--- src/logic/epi_pkg.sv ---
package epi_pkg;

  localparam int NUM_LINES = 3;
  localparam int LINE_A = 0;
  localparam int LINE_B = 1;
  localparam int LINE_C = 2;

  // Register byte offsets
  localparam logic [7:0] OFF_CTRL = 8'h00;
  localparam logic [7:0] OFF_ENABLE = 8'h04;
  localparam logic [7:0] OFF_FLAG = 8'h08;
  localparam logic [7:0] OFF_PIN = 8'h0C;
  localparam logic [7:0] OFF_SLEEP = 8'h10;
  localparam logic [7:0] OFF_STATUS = 8'h14;

  // Field positions
  localparam int CTRL_A_SENSE_LSB = 0;
  localparam int CTRL_B_SENSE_LSB = 2;
  localparam int CTRL_C_SEL_BIT = 4;
  localparam int EN_GLOBAL_BIT = 7;
  localparam int PIN_DIR_LSB = 8;
  localparam int SLEEP_DEEP_BIT = 0;
  localparam int SLEEP_GO_BIT = 4;
  localparam int SLEEP_STATE_LSB = 8;
  localparam int STAT_REQ_LSB = 4;
  localparam int STAT_IORUN_BIT = 8;

  // Reset values
  localparam logic [4:0] CTRL_RST = 5'h00;
  localparam logic [2:0] ENABLE_RST = 3'h0;
  localparam logic [2:0] DRIVE_RST = 3'h0;
  localparam logic [2:0] DIR_RST = 3'h0;

  // Sense codes of the two-bit fields
  localparam logic [1:0] SENSE_LOW = 2'h0;
  localparam logic [1:0] SENSE_ANY = 2'h1;
  localparam logic [1:0] SENSE_FALL = 2'h2;
  localparam logic [1:0] SENSE_RISE = 2'h3;

  // Timing
  localparam int CLK_PERIOD_NS = 20;
  localparam int WDT_PERIOD_NS = 1000;
  localparam int WDT_TICK_CYCLES = WDT_PERIOD_NS / CLK_PERIOD_NS;
  localparam int WAKE_SAMPLES = 2;
  localparam int STARTUP0_US = 1;
  localparam int STARTUP1_US = 4;
  localparam int STARTUP2_US = 16;
  localparam int STARTUP3_US = 64;
  localparam int STARTUP0_CYC = (STARTUP0_US * 1000 + CLK_PERIOD_NS - 1) / CLK_PERIOD_NS;
  localparam int STARTUP1_CYC = (STARTUP1_US * 1000 + CLK_PERIOD_NS - 1) / CLK_PERIOD_NS;
  localparam int STARTUP2_CYC = (STARTUP2_US * 1000 + CLK_PERIOD_NS - 1) / CLK_PERIOD_NS;
  localparam int STARTUP3_CYC = (STARTUP3_US * 1000 + CLK_PERIOD_NS - 1) / CLK_PERIOD_NS;

  typedef enum logic [3:0] {
    ST_RUN = 4'b0001,
    ST_SLEEP = 4'b0010,
    ST_SAMPLE = 4'b0100,
    ST_STARTUP = 4'b1000
  } epi_state_t;

endpackage

--- src/logic/epi_line_if.sv ---
`timescale 1ns/1ps
interface epi_line_if;
  logic [1:0] sense;
  logic sample_en;
  logic pin;
  logic edge_hit;
  modport det (input sense, input sample_en, input pin, output edge_hit);
  modport ctl (output sense, output sample_en, output pin, input edge_hit);
endinterface

--- src/logic/epi_line_detect.sv ---
`timescale 1ns/1ps
module epi_line_detect #(
  parameter bit SPURIOUS_ON_SELECT = 1'b0
) (
  input wire logic clk_in,
  input wire logic rst_in,
  epi_line_if.det line
);
  import epi_pkg::*;

  logic prev_reg;
  logic [1:0] sense_reg;
  logic hit_reg;
  logic hit_next;
  logic sel_changed;

  assign sel_changed = SPURIOUS_ON_SELECT && (line.sense != sense_reg);

  always_comb begin
    unique case (line.sense)
      SENSE_LOW: hit_next = 1'b0;
      SENSE_ANY: hit_next = line.pin != prev_reg;
      // A new polarity finding the pin already at its after-edge level fires once
      SENSE_FALL: hit_next = (prev_reg && !line.pin) || (sel_changed && !line.pin);
      SENSE_RISE: hit_next = (!prev_reg && line.pin) || (sel_changed && line.pin);
    endcase
  end

  // Only sampled while the enable runs; a stopped clock sees no edges
  always_ff @(posedge clk_in or posedge rst_in) begin
    if (rst_in) begin
      prev_reg <= 1'b1;
      sense_reg <= SENSE_LOW;
      hit_reg <= 1'b0;
    end else if (line.sample_en) begin
      prev_reg <= line.pin;
      sense_reg <= line.sense;
      hit_reg <= hit_next;
    end else begin
      hit_reg <= 1'b0;
    end
  end

  assign line.edge_hit = hit_reg;
endmodule

--- src/logic/epi_ext_irq.sv ---
`timescale 1ns/1ps
// What this block does
// - Enabled lines still raise requests while their pin is driven as an output.
// - Lines a and b take low, any change, falling or rising; line c edges only.
// - Level-triggered a or b requests as long as the pin stays low.
// - Edge detection on a and b runs only on the I/O clock enable.
// - Low level on a/b and edges on c are seen without the I/O clock.
// - I/O clock stops in every sleep mode but idle.
// - Power-down level wake samples the pin twice on watchdog ticks.
// - Watchdog tick period is nominally one microsecond.
// - Two good samples start the start-up time, then the device wakes.
// - Level gone before start-up ends: wake anyway, no level interrupt.
// - Two-bit sense: 00 low, 01 any change, 10 falling, 11 rising.
// - Line c sense bit: 0 falling, 1 rising; changing it may fire.
// - Edge flag sets on trigger, clears on ack or write-one, held clear in level.
module epi_ext_irq #(
  parameter int WDT_TICKS = epi_pkg::WDT_TICK_CYCLES
) (
  input wire logic clock_in,
  input wire logic rst_in,
  input wire logic hsel_in,
  input wire logic [31:0] haddr_in,
  input wire logic [1:0] htrans_in,
  input wire logic hwrite_in,
  input wire logic [2:0] hsize_in,
  input wire logic [31:0] hwdata_in,
  input wire logic hready_in,
  output logic [31:0] hrdata_out,
  output logic hreadyout_out,
  output logic hresp_out,
  input wire logic [epi_pkg::NUM_LINES-1:0] ext_irq_pin_in,
  output logic [epi_pkg::NUM_LINES-1:0] ext_irq_pin_out,
  output logic [epi_pkg::NUM_LINES-1:0] ext_irq_pin_oe_n_out,
  input wire logic [epi_pkg::NUM_LINES-1:0] irq_ack_in,
  input wire logic [1:0] startup_time_fuses_in,
  output logic irq_out,
  output logic io_clk_run_out,
  output logic cpu_awake_out
);
  import epi_pkg::*;

  if (WDT_TICKS < 1 || WDT_TICKS > 65535) begin : g_bad_ticks
    $error("WDT_TICKS out of range");
  end

  // Bus side
  logic wr_pend_reg;
  logic rd_pend_reg;
  logic [7:0] addr_reg;
  logic hready_reg;
  logic [31:0] hrdata_reg;
  logic accept;
  logic [31:0] rdata;

  // Software-visible state
  logic [4:0] cpu_control_reg;
  logic [2:0] ext_irq_enable_reg;
  logic global_en_reg;
  logic [2:0] ext_irq_flag_reg;
  logic [2:0] drive_reg;
  logic [2:0] dir_reg;
  logic deep_mode_reg;

  // Sleep and wake
  epi_state_t state_reg;
  epi_state_t state_next;
  logic [15:0] wdt_cnt_reg;
  logic wdt_tick_reg;
  logic [1:0] sample_cnt_reg;
  logic [15:0] start_cnt_reg;
  logic [15:0] start_target;
  logic io_run_reg;
  logic irq_reg;
  logic awake_reg;
  logic deep_now;
  logic [2:0] oe_n_reg;

  logic [2:0] level_mode;
  logic [2:0] req;
  logic [2:0] en_req;
  logic [2:0] edge_hit;
  logic [1:0] line_sense [NUM_LINES];
  logic lvl_wake;
  logic wr_flag;
  logic wr_sleep_go;

  assign accept = hsel_in && htrans_in[1] && hready_in;
  assign wr_flag = wr_pend_reg && addr_reg == OFF_FLAG;
  assign wr_sleep_go = wr_pend_reg && addr_reg == OFF_SLEEP && hwdata_in[SLEEP_GO_BIT];
  // Deep bit as it stands after this edge, so a go-with-deep write stops the I/O clock at once
  assign deep_now = (wr_pend_reg && addr_reg == OFF_SLEEP && state_reg == ST_RUN)
    ? hwdata_in[SLEEP_DEEP_BIT] : deep_mode_reg;

  assign line_sense[LINE_A] = cpu_control_reg[CTRL_A_SENSE_LSB +: 2];
  assign line_sense[LINE_B] = cpu_control_reg[CTRL_B_SENSE_LSB +: 2];
  // Line c never offers the low-level code
  assign line_sense[LINE_C] = {1'b1, cpu_control_reg[CTRL_C_SEL_BIT]};

  for (genvar g = 0; g < NUM_LINES; g++) begin : g_line
    epi_line_if lif ();
    // Detection reads the pin wire whatever the direction register says
    assign lif.pin = ext_irq_pin_in[g];
    assign lif.sense = line_sense[g];
    // Line c is watched in every state; a and b only on the I/O clock
    assign lif.sample_en = (g == LINE_C) ? 1'b1 : io_run_reg;
    assign edge_hit[g] = lif.edge_hit;
    assign level_mode[g] = (g != LINE_C) && line_sense[g] == SENSE_LOW;
    // Level request follows the pin itself, no flag involved
    assign req[g] = level_mode[g] ? !ext_irq_pin_in[g] : ext_irq_flag_reg[g];
    epi_line_detect #(
      .SPURIOUS_ON_SELECT(g == LINE_C)
    ) u_det (
      .clk_in(clock_in),
      .rst_in(rst_in),
      .line(lif.det)
    );
  end

  assign en_req = req & ext_irq_enable_reg;
  // Low level is seen combinationally, so it works with the I/O clock stopped
  assign lvl_wake = |(ext_irq_enable_reg & level_mode & ~ext_irq_pin_in);

  always_comb begin
    unique case (startup_time_fuses_in)
      2'h0: start_target = 16'(STARTUP0_CYC);
      2'h1: start_target = 16'(STARTUP1_CYC);
      2'h2: start_target = 16'(STARTUP2_CYC);
      2'h3: start_target = 16'(STARTUP3_CYC);
    endcase
  end

  always_comb begin
    rdata = 32'h0000_0000;
    unique case (addr_reg)
      OFF_CTRL: rdata[4:0] = cpu_control_reg;
      OFF_ENABLE: rdata = {24'h00_0000, global_en_reg, 4'h0, ext_irq_enable_reg};
      OFF_FLAG: rdata[2:0] = ext_irq_flag_reg;
      OFF_PIN: rdata = {21'h00_0000, dir_reg, 5'h00, drive_reg};
      OFF_SLEEP: rdata = {20'h0_0000, state_reg, 7'h00, deep_mode_reg};
      OFF_STATUS: rdata = {23'h00_0000, io_run_reg, 1'b0, en_req, 1'b0, ext_irq_pin_in};
      default: rdata = 32'h0000_0000;
    endcase
  end

  // Writes take no wait state; reads take one so read data comes from a flop
  always_ff @(posedge clock_in or posedge rst_in) begin
    if (rst_in) begin
      wr_pend_reg <= 1'b0;
      rd_pend_reg <= 1'b0;
      addr_reg <= 8'h00;
      hready_reg <= 1'b1;
      hrdata_reg <= 32'h0000_0000;
    end else begin
      wr_pend_reg <= accept && hwrite_in;
      rd_pend_reg <= accept && !hwrite_in;
      if (accept) begin
        addr_reg <= {haddr_in[7:2], 2'b00};
      end
      if (accept && !hwrite_in) begin
        hready_reg <= 1'b0;
      end else if (rd_pend_reg) begin
        hready_reg <= 1'b1;
        hrdata_reg <= rdata;
      end
    end
  end

  always_ff @(posedge clock_in or posedge rst_in) begin
    if (rst_in) begin
      cpu_control_reg <= CTRL_RST;
      ext_irq_enable_reg <= ENABLE_RST;
      global_en_reg <= 1'b0;
      drive_reg <= DRIVE_RST;
      dir_reg <= DIR_RST;
      oe_n_reg <= ~DIR_RST;
      deep_mode_reg <= 1'b0;
    end else if (wr_pend_reg) begin
      unique case (addr_reg)
        OFF_CTRL: cpu_control_reg <= hwdata_in[4:0];
        OFF_ENABLE: begin
          ext_irq_enable_reg <= hwdata_in[2:0];
          global_en_reg <= hwdata_in[EN_GLOBAL_BIT];
        end
        OFF_PIN: begin
          drive_reg <= hwdata_in[2:0];
          dir_reg <= hwdata_in[PIN_DIR_LSB +: 3];
          oe_n_reg <= ~hwdata_in[PIN_DIR_LSB +: 3];
        end
        OFF_SLEEP: begin
          if (state_reg == ST_RUN) begin
            deep_mode_reg <= hwdata_in[SLEEP_DEEP_BIT];
          end
        end
        default: begin
        end
      endcase
    end
  end

  // Set beats clear; level mode alone holds the flag down
  always_ff @(posedge clock_in or posedge rst_in) begin
    if (rst_in) begin
      ext_irq_flag_reg <= 3'h0;
    end else begin
      for (int i = 0; i < NUM_LINES; i++) begin
        if (level_mode[i]) begin
          ext_irq_flag_reg[i] <= 1'b0;
        end else if (edge_hit[i]) begin
          ext_irq_flag_reg[i] <= 1'b1;
        end else if (irq_ack_in[i] || (wr_flag && hwdata_in[i])) begin
          ext_irq_flag_reg[i] <= 1'b0;
        end
      end
    end
  end

  // Watchdog tick, one pulse per nominal microsecond
  always_ff @(posedge clock_in or posedge rst_in) begin
    if (rst_in) begin
      wdt_cnt_reg <= 16'h0000;
      wdt_tick_reg <= 1'b0;
    end else if (wdt_cnt_reg == 16'(WDT_TICKS - 1)) begin
      wdt_cnt_reg <= 16'h0000;
      wdt_tick_reg <= 1'b1;
    end else begin
      wdt_cnt_reg <= wdt_cnt_reg + 16'h0001;
      wdt_tick_reg <= 1'b0;
    end
  end

  always_comb begin
    state_next = state_reg;
    unique case (state_reg)
      ST_RUN: begin
        if (wr_sleep_go) begin
          state_next = ST_SLEEP;
        end
      end
      ST_SLEEP: begin
        if (!deep_mode_reg) begin
          if (|en_req) begin
            state_next = ST_RUN;
          end
        end else if (en_req[LINE_C]) begin
          state_next = ST_STARTUP;
        end else if (lvl_wake) begin
          state_next = ST_SAMPLE;
        end
      end
      ST_SAMPLE: begin
        if (wdt_tick_reg) begin
          if (!lvl_wake) begin
            state_next = ST_SLEEP;
          end else if (sample_cnt_reg == 2'(WAKE_SAMPLES - 1)) begin
            state_next = ST_STARTUP;
          end
        end
      end
      ST_STARTUP: begin
        // Wakes whether or not the level is still there
        if (start_cnt_reg == start_target - 16'h0001) begin
          state_next = ST_RUN;
        end
      end
    endcase
  end

  always_ff @(posedge clock_in or posedge rst_in) begin
    if (rst_in) begin
      state_reg <= ST_RUN;
      sample_cnt_reg <= 2'h0;
      start_cnt_reg <= 16'h0000;
    end else begin
      state_reg <= state_next;
      if (state_reg != ST_SAMPLE) begin
        sample_cnt_reg <= 2'h0;
      end else if (wdt_tick_reg) begin
        sample_cnt_reg <= sample_cnt_reg + 2'h1;
      end
      if (state_reg != ST_STARTUP) begin
        start_cnt_reg <= 16'h0000;
      end else begin
        start_cnt_reg <= start_cnt_reg + 16'h0001;
      end
    end
  end

  // I/O clock runs awake and in idle only
  always_ff @(posedge clock_in or posedge rst_in) begin
    if (rst_in) begin
      io_run_reg <= 1'b1;
      irq_reg <= 1'b0;
      awake_reg <= 1'b1;
    end else begin
      io_run_reg <= state_next == ST_RUN || (state_next == ST_SLEEP && !deep_now);
      awake_reg <= state_next == ST_RUN;
      // After a start-up with the level gone, req is low and nothing is raised
      irq_reg <= global_en_reg && (|en_req);
    end
  end

  assign hrdata_out = hrdata_reg;
  assign hreadyout_out = hready_reg;
  assign hresp_out = 1'b0;
  assign ext_irq_pin_out = drive_reg;
  assign ext_irq_pin_oe_n_out = oe_n_reg;
  assign irq_out = irq_reg;
  assign io_clk_run_out = io_run_reg;
  assign cpu_awake_out = awake_reg;
endmodule

--- config.mk ---
export PLATFORM = sky130hd
export DESIGN_NAME = epi_ext_irq
export DESIGN_NICKNAME = d
export VERILOG_FILES = /design/src/logic/epi_pkg.sv /design/src/logic/epi_line_if.sv /design/src/logic/epi_line_detect.sv /design/src/logic/epi_ext_irq.sv
export SDC_FILE = /design/constraint.sdc
export NUM_CORES = 1
export LEC_CHECK = 0
export BUFFER_PORTS_ARGS = -buffer_cell sky130_fd_sc_hd__buf_4
export CAP_MARGIN = 20
export CORE_UTILIZATION = 53
export DETAILED_ROUTE_END_ITERATION = 10
export GPL_ROUTABILITY_DRIVEN = 0
export PLACE_DENSITY = 0.91
export SLEW_MARGIN = 20
export SYNTH_ARGS = -nofsm -noshare
export SYNTH_HDL_FRONTEND = slang
export SYNTH_SLANG_ARGS = --single-unit
--- constraint.sdc ---
create_clock -name clock_in -period 3.35 [get_ports clock_in]
set_input_delay 0.335 -clock clock_in [delete_from_list [all_inputs] [get_ports clock_in]]
set_output_delay 0.335 -clock clock_in [all_outputs]
set_load 0.005 [all_outputs]
# Word-level counts from Yosys, hierarchy flattened
# Index checks and enable logic that the tools add are counted.
dict set report word_totals {
  register_bits 113
  input_bits 82
  out_inout_bits 43
  wordCells 158
}
dict set report classes {
  eq_ne 28
  addsub 4
  reduce_logical 52
  bitwise_logic 7
  muxes 37
}
# operator count
set ops {}
lappend ops {{one-hot mux 16 bit (4 select lines)} 1}
lappend ops {{2-to-1 mux 4 bit} 9}
lappend ops {{adder 16 x 1 -> 16 bit, second input constant} 2}
lappend ops {{2-to-1 mux 16 bit} 2}
lappend ops {{one-hot mux 7 bit (4 select lines)} 1}
lappend ops {{logical AND 1 bit} 21}
lappend ops {{one-hot mux 3 bit (6 select lines)} 1}
lappend ops {{equality test 16 bit} 1}
lappend ops {{equality test 16 x 6 -> 1 bit, second input constant} 1}
lappend ops {{2-to-1 mux 1 bit} 16}
lappend ops {{one-hot mux 4 bit (4 select lines)} 1}
lappend ops {{subtractor 16 x 1 -> 16 bit, second input constant} 1}
lappend ops {{equality test 2 bit, second input constant} 6}
lappend ops {{equality test 6 x 2 -> 1 bit, second input constant} 2}
lappend ops {{equality test 6 x 3 -> 1 bit, second input constant} 2}
lappend ops {{equality test 2 x 1 -> 1 bit, second input constant} 4}
lappend ops {{equality test 4 x 1 -> 1 bit, second input constant} 2}
lappend ops {{equality test 4 x 2 -> 1 bit, second input constant} 2}
lappend ops {{zero test 1 bit} 8}
lappend ops {{zero test 2 bit} 4}
lappend ops {{zero test 8 bit} 1}
lappend ops {{one-hot mux 1 bit (4 select lines)} 2}
lappend ops {{AND reduction 2 bit} 4}
lappend ops {{AND 3 bit} 2}
lappend ops {{19 further kinds} 32}

# Logic depth before layout (Yosys ltp)
dict set report logic_depth {
  ltp_word 11
  mapped_depth 8
  ltp_nobuf 8
}

# Hierarchy
# Synthesis repeated with hierarchy kept, for this count alone.
dict set report hier_totals {
  cells_unflattened 464
  area_unflattened_um2 4813.4
}
# mod cells_each seq_area_each_um2 n_inst area_per_inst_um2
set by_module_without_submodules {}
lappend by_module_without_submodules {epi_ext_irq 413 2135.8 1 4334.2}
lappend by_module_without_submodules {{epi_line_detect (g_line[0].u_det ...)} 14 51.3 2 130.1}
lappend by_module_without_submodules {{epi_line_detect (g_line[2].u_det)} 23 101.3 1 219.0}

# Worst setup path before layout
# No wires, ideal clock.
dict set report synth_path {
  path_kind {register to register}
  start {register addr_reg[5]}
  end {register io_run_reg (netlist: io_clk_run_out)}
  synth_period_minus_slack_ns 2.299
  n_path_buf 0
  setup_slack_ns 1.051
  t_required_ns 3.277
  arrival_time_ns 2.226
  stages_incl_launch_ff 6
  setup_ns 0.073
  path_cell_list {dfrtp_1 -> or4b_4 -> or4_4 -> a221o_1 -> or3b_1 -> a21oi_1}
}
dict set report synth_between {
  elab_chain_cells 8
  word_cells_on_any_way 12
  classes_between {eq/ne: 3; mux: 3; reduce/logical: 6}
}
# item line_no
set synth_rtl {}
lappend synth_rtl {{start, declared} epi_ext_irq.sv:49} ;# logic [7:0] addr_reg;
lappend synth_rtl {{start signal, assigned} epi_ext_irq.sv:157} ;# addr_reg <= {haddr_in[7:2], 2'b00};
lappend synth_rtl {{equality test 6 x 3 -> 1 bit (*)} epi_ext_irq.sv:89} ;# assign wr_sleep_go = wr_pend_reg && addr_reg == OFF_SLEEP && hwdata_in[SLEEP_GO_BIT];
lappend synth_rtl {{logical AND 1 bit (*) (2 in series)} epi_ext_irq.sv:89}
lappend synth_rtl {{2-to-1 mux 4 bit (*)} epi_ext_irq.sv:235} ;# if (wr_sleep_go) begin
lappend synth_rtl {{one-hot mux 4 bit (4 select lines) (*)} epi_ext_irq.sv:233} ;# unique case (state_reg)
lappend synth_rtl {{via state_next[0]} epi_ext_irq.sv:66} ;# epi_state_t state_next;
lappend synth_rtl {{equality test 4 x 2 -> 1 bit} epi_ext_irq.sv:295} ;# io_run_reg <= state_next == ST_RUN || (state_next == ST_SLEEP && !deep_now);
lappend synth_rtl {{logical AND 1 bit} epi_ext_irq.sv:295}
lappend synth_rtl {{logical OR 1 bit (*)} epi_ext_irq.sv:295}
lappend synth_rtl {{end signal, assigned} epi_ext_irq.sv:295}
lappend synth_rtl {{end, declared} epi_ext_irq.sv:72} ;# logic io_run_reg;
# The timed path passes the listed nets; every way through them passes the cells marked *.
# A chain may end at the register's enable or synchronous reset.

# Worst setup path after layout
dict set report layout_path {
  start {register state_reg[1]}
  end {register awake_reg (netlist: cpu_awake_out)}
}
dict set report layout_between {
  word_cells_on_any_way 15
  classes_between {eq/ne: 5; mux: 10}
}
# item line_no
set layout_rtl {}
lappend layout_rtl {{start, declared} epi_ext_irq.sv:65} ;# epi_state_t state_reg;
lappend layout_rtl {{start signal, assigned} epi_ext_irq.sv:274} ;# state_reg <= state_next;
lappend layout_rtl {{equality test 4 bit (tied with other cells)} epi_ext_irq.sv:233}
lappend layout_rtl {{one-hot mux 4 bit (4 select lines) (*)} epi_ext_irq.sv:233}
lappend layout_rtl {{via state_next[3]} epi_ext_irq.sv:66}
lappend layout_rtl {{equality test 4 x 1 -> 1 bit (*)} epi_ext_irq.sv:296} ;# awake_reg <= state_next == ST_RUN;
lappend layout_rtl {{end signal, assigned} epi_ext_irq.sv:293} ;# awake_reg <= 1'b1;
lappend layout_rtl {{end signal, assigned} epi_ext_irq.sv:296}
lappend layout_rtl {{end, declared} epi_ext_irq.sv:74} ;# logic awake_reg;
# Marks and branches as above.

==> out/metrics.csv <==
stage;metric;value;unit
final_layout;Layout fillers;622;
clock_tree;cts hold-fix bufs;0;
critical_path;Required @ worst endpoint;3.64;ns
power;PD cells;469;nW/µm²
timing;setup_tns;0;ns
timing;Worst Tran Pin Value;0.558;ns
synthesis;main flop type after synthesis;dfrtp_1;
clock_tree;Clock transition at path regs;0.09;ns
critical_path;Crit Path Max Fanout;9;
critical_path;crit start category;flip-flop;
floorplanning;Initial Utilization;55.3;%
synthesis;EDFF count, synth;0;
synthesis;FF+latch count, synth;93;
clock_tree;worst skew pair latency;0.37;ns
synthesis;Ys Warns;0;
critical_path;CP arrival;2.78;ns
final_layout;most frequent cells in the layout;dfrtp_1, buf_4, nand2_1, nor2_1;
critical_path;critical path's largest stage delay;0.63;ns
floorplanning;CORE AREA;8300;µm²
timing;relative slew slack;62.3;%
final_layout;Final Instance Count excl. Fillers;597;
drt;DRC viols;0;
floorplanning;Ports;125;
synthesis;Avg Cell Area, Syn;10.6;µm²
timing;Final Cycle Share;74.1;%
critical_path;Setup Crit Path Kind;flip-flop to flip-flop;
timing;final hold slack;0.0630;ns
placement;Port-buffer cells;50;
placement;placed inst area;5010;µm²
synthesis;Cell variety after synth;60;
global_route;Total GRT Usage;21.3;%
clock_tree;TritonCTS Sinks;93;
timing;min cycle time layout;2.48;ns
global_route;total grt overflow;0;
critical_path;critical path's top delay family;simple AND/OR/NAND/NOR gates;
synthesis;synthesized instance count;433;
drt;via count;3341;
floorplanning;Die ar.;9040;µm²
global_route;first-pass GRT wire length;14600;µm
min_path;Worst Hold Class;primary input to asynchronous set/reset pin;
drt;DRT Pass-1 Iters;4;
clock_tree;CTS Buf Count;9;
drt;Detail Route Antenna Nets;0;
power;VDD IR max;0.297;mV
global_route;number of global-route vias before repair;3215;
drt;drt initial violations;166;
clock_tree;htree depth;3;
final_layout;diode count;0;
critical_path;R2R cell count;6;
placement;cell count after placement;581;
timing;Achievable Freq;403;MHz
timing;Final Max Slew Viols;0;
outcome;status;finished, final reports clean;
power;leakage;2.42;nW
timing;worst clock skew;0.0135;ns
synthesis;area of the mapped netlist;4590;µm²
critical_path;cells along the critical path;or4b_1, or3_4, nor4_4, o221ai_2, or2_1, nor2_1;
clock_tree;clock root cell;clkbuf_8;
clock_tree;TritonCTS clock tree;done;
final_layout;Layout Nets;582;
clock_tree;Clock Tree Buf Depth;2;
clock_tree;setup bufs post-CTS;0;
synthesis;Async SR Flop Fraction;100;%
timing;RSZ-0062 raised after global routing;no;
final_layout;Area Growth Syn to Fin;13.9;%
critical_path;slowest cell on the critical path;or4b_1;
critical_path;CP Buf/Inv Count;0;
synthesis;sequential fraction of the synthesis area;51.0;%
global_route;initial antenna violation count;0;
clock_tree;Resized cells post-CTS;0;
floorplanning;DIE HEIGHT;95.1;µm
run;Max-Cap Viols;0;
placement;Detailed Place HPWL;6530;µm
critical_path;critical path depth in cells;6;
timing;Final setup viols;0;
floorplanning;Die W;95.1;µm
critical_path;Crit. End Element;flip-flop;
global_route;largest net degree at the start of global routing;94;
final_layout;share of layout cells above drive strength 1;23.2;%
final_layout;final core utilization;63.0;%
timing;Final Hold Vio Count;0;
final_layout;fin area;5230;µm²
drt;DR WL/cell;15.3;µm
final_layout;most common cell after layout, fill and taps aside;dfrtp_1;
drt;final wirelength;9140;µm
drt;vias per std cell;5.60;
floorplanning;num rows;33;
## worst reg2reg max path, cell delays in order, from the launching register on
cell and delay [ns]:
dfrtp_1 0.48, or4b_1 0.63, or3_4 0.43, nor4_4 0.33, o221ai_2 0.14, or2_1 0.27
nor2_1 0.14
## stage by stage
stage | setup slack, ns | total power [mW]
after floorplan | 0.611 | 1.53
after global placement | 0.953 | 1.62
after detailed placement | 0.884 | 1.64
after CTS | 0.861 | 2.47
after global routing | 0.790 | 2.56
final | 0.868 | 2.46
## cell families (layout without fill, tap and decap cells)
| group | after synthesis | count (layout) | synth area share, % |
|---|---|---|---|
| buffers and inverters | 50 | 89 | 6.08 |
| multiplexers | 29 | 29 | 7.52 |
| adder cells (fa/ha/maj) | 13 | 13 | 3.54 |
| other | 2 | 22 | 0.164 |
| flip-flops | 93 | 93 | 51.0 |
| XOR/XNOR | 31 | 31 | 5.91 |
| AO/OA/AOI/OAI | 57 | 57 | 7.98 |
| AND/OR/NAND/NOR | 158 | 158 | 17.8 |
## cells in the mapped netlist (all sizes together), types with 2 or more instances
master | instances | share of area (%)
a21oi | 7 | 0.76
a22oi | 6 | 0.98
a31o | 2 | 0.38
a31oi | 3 | 0.41
and2 | 2 | 0.27
and3 | 11 | 1.5
and3b | 2 | 0.38
buf | 25 | 4.0
clkbuf | 6 | 0.49
conb | 2 | 0.16
dfrtp | 83 | 45
dfstp | 10 | 5.7
ha | 13 | 3.5
inv | 19 | 1.6
mux2 | 24 | 5.9
mux2i | 3 | 0.65
mux4 | 2 | 0.98
nand2 | 44 | 3.6
nand2b | 3 | 0.41
nand3 | 18 | 2.0
nand4 | 5 | 0.68
nor2 | 40 | 3.3
nor2b | 3 | 0.41
nor3 | 4 | 0.44
nor3b | 3 | 0.49
nor4 | 4 | 0.87
nor4b | 5 | 0.95
o211ai | 2 | 0.33
o21ai | 24 | 2.6
o22ai | 2 | 0.27
or2 | 3 | 0.41
or3 | 4 | 0.65
or4 | 2 | 0.41
or4b | 3 | 0.74
xnor2 | 15 | 2.9
xor2 | 16 | 3.1
## where the power goes
part	internal, mW	switching [mW]
sequential	1.20	0.0937
combinational	0.161	0.162
clock	0.429	0.407
## path summary, 6_finish.rpt
| check | startpoint | end | slack [ns] |
|---|---|---|---|
| max in group asynchronous | rst_in | hreadyout_out | 2.88 |
| worst min-delay path | rst_in | start_cnt_reg[6] | 0.06 |
| worst min register to register | g_line[2].u_det.line.edge_hit | ext_irq_flag_reg[2] | 0.45 |
| min in group clock_in | ext_irq_pin_in[2] | g_line[2].u_det.prev_reg | 0.09 |
| worst max register to register | state_reg[1] | cpu_awake_out | 0.87 |
| worst max-delay path | state_reg[1] | cpu_awake_out | 0.87 |
## cell type report
cell class | count | area (µm²) | area share, %
inverter | 19 | 72.6 | 1.39
multi-input combinational | 310 | 2050 | 39.2
tap | 105 | 131 | 2.51
clock buffer | 10 | 128 | 2.44
sequential | 93 | 2340 | 44.7
clock inverter | 6 | 93.8 | 1.79
timing repair buffer | 54 | 418 | 7.99
## layer usage
metal | vias up | track usage, % | wire length [µm]
met5 | - | 0 | 0
met3 | 20 | 5.58 | 465
met4 | 0 | 7.70 | 183
li1 | 1565 | - | -
met1 | 1657 | 24.2 | 3680
met2 | 99 | 38.1 | 4820
No activity file was read; power rests on OpenSTA's default activity.
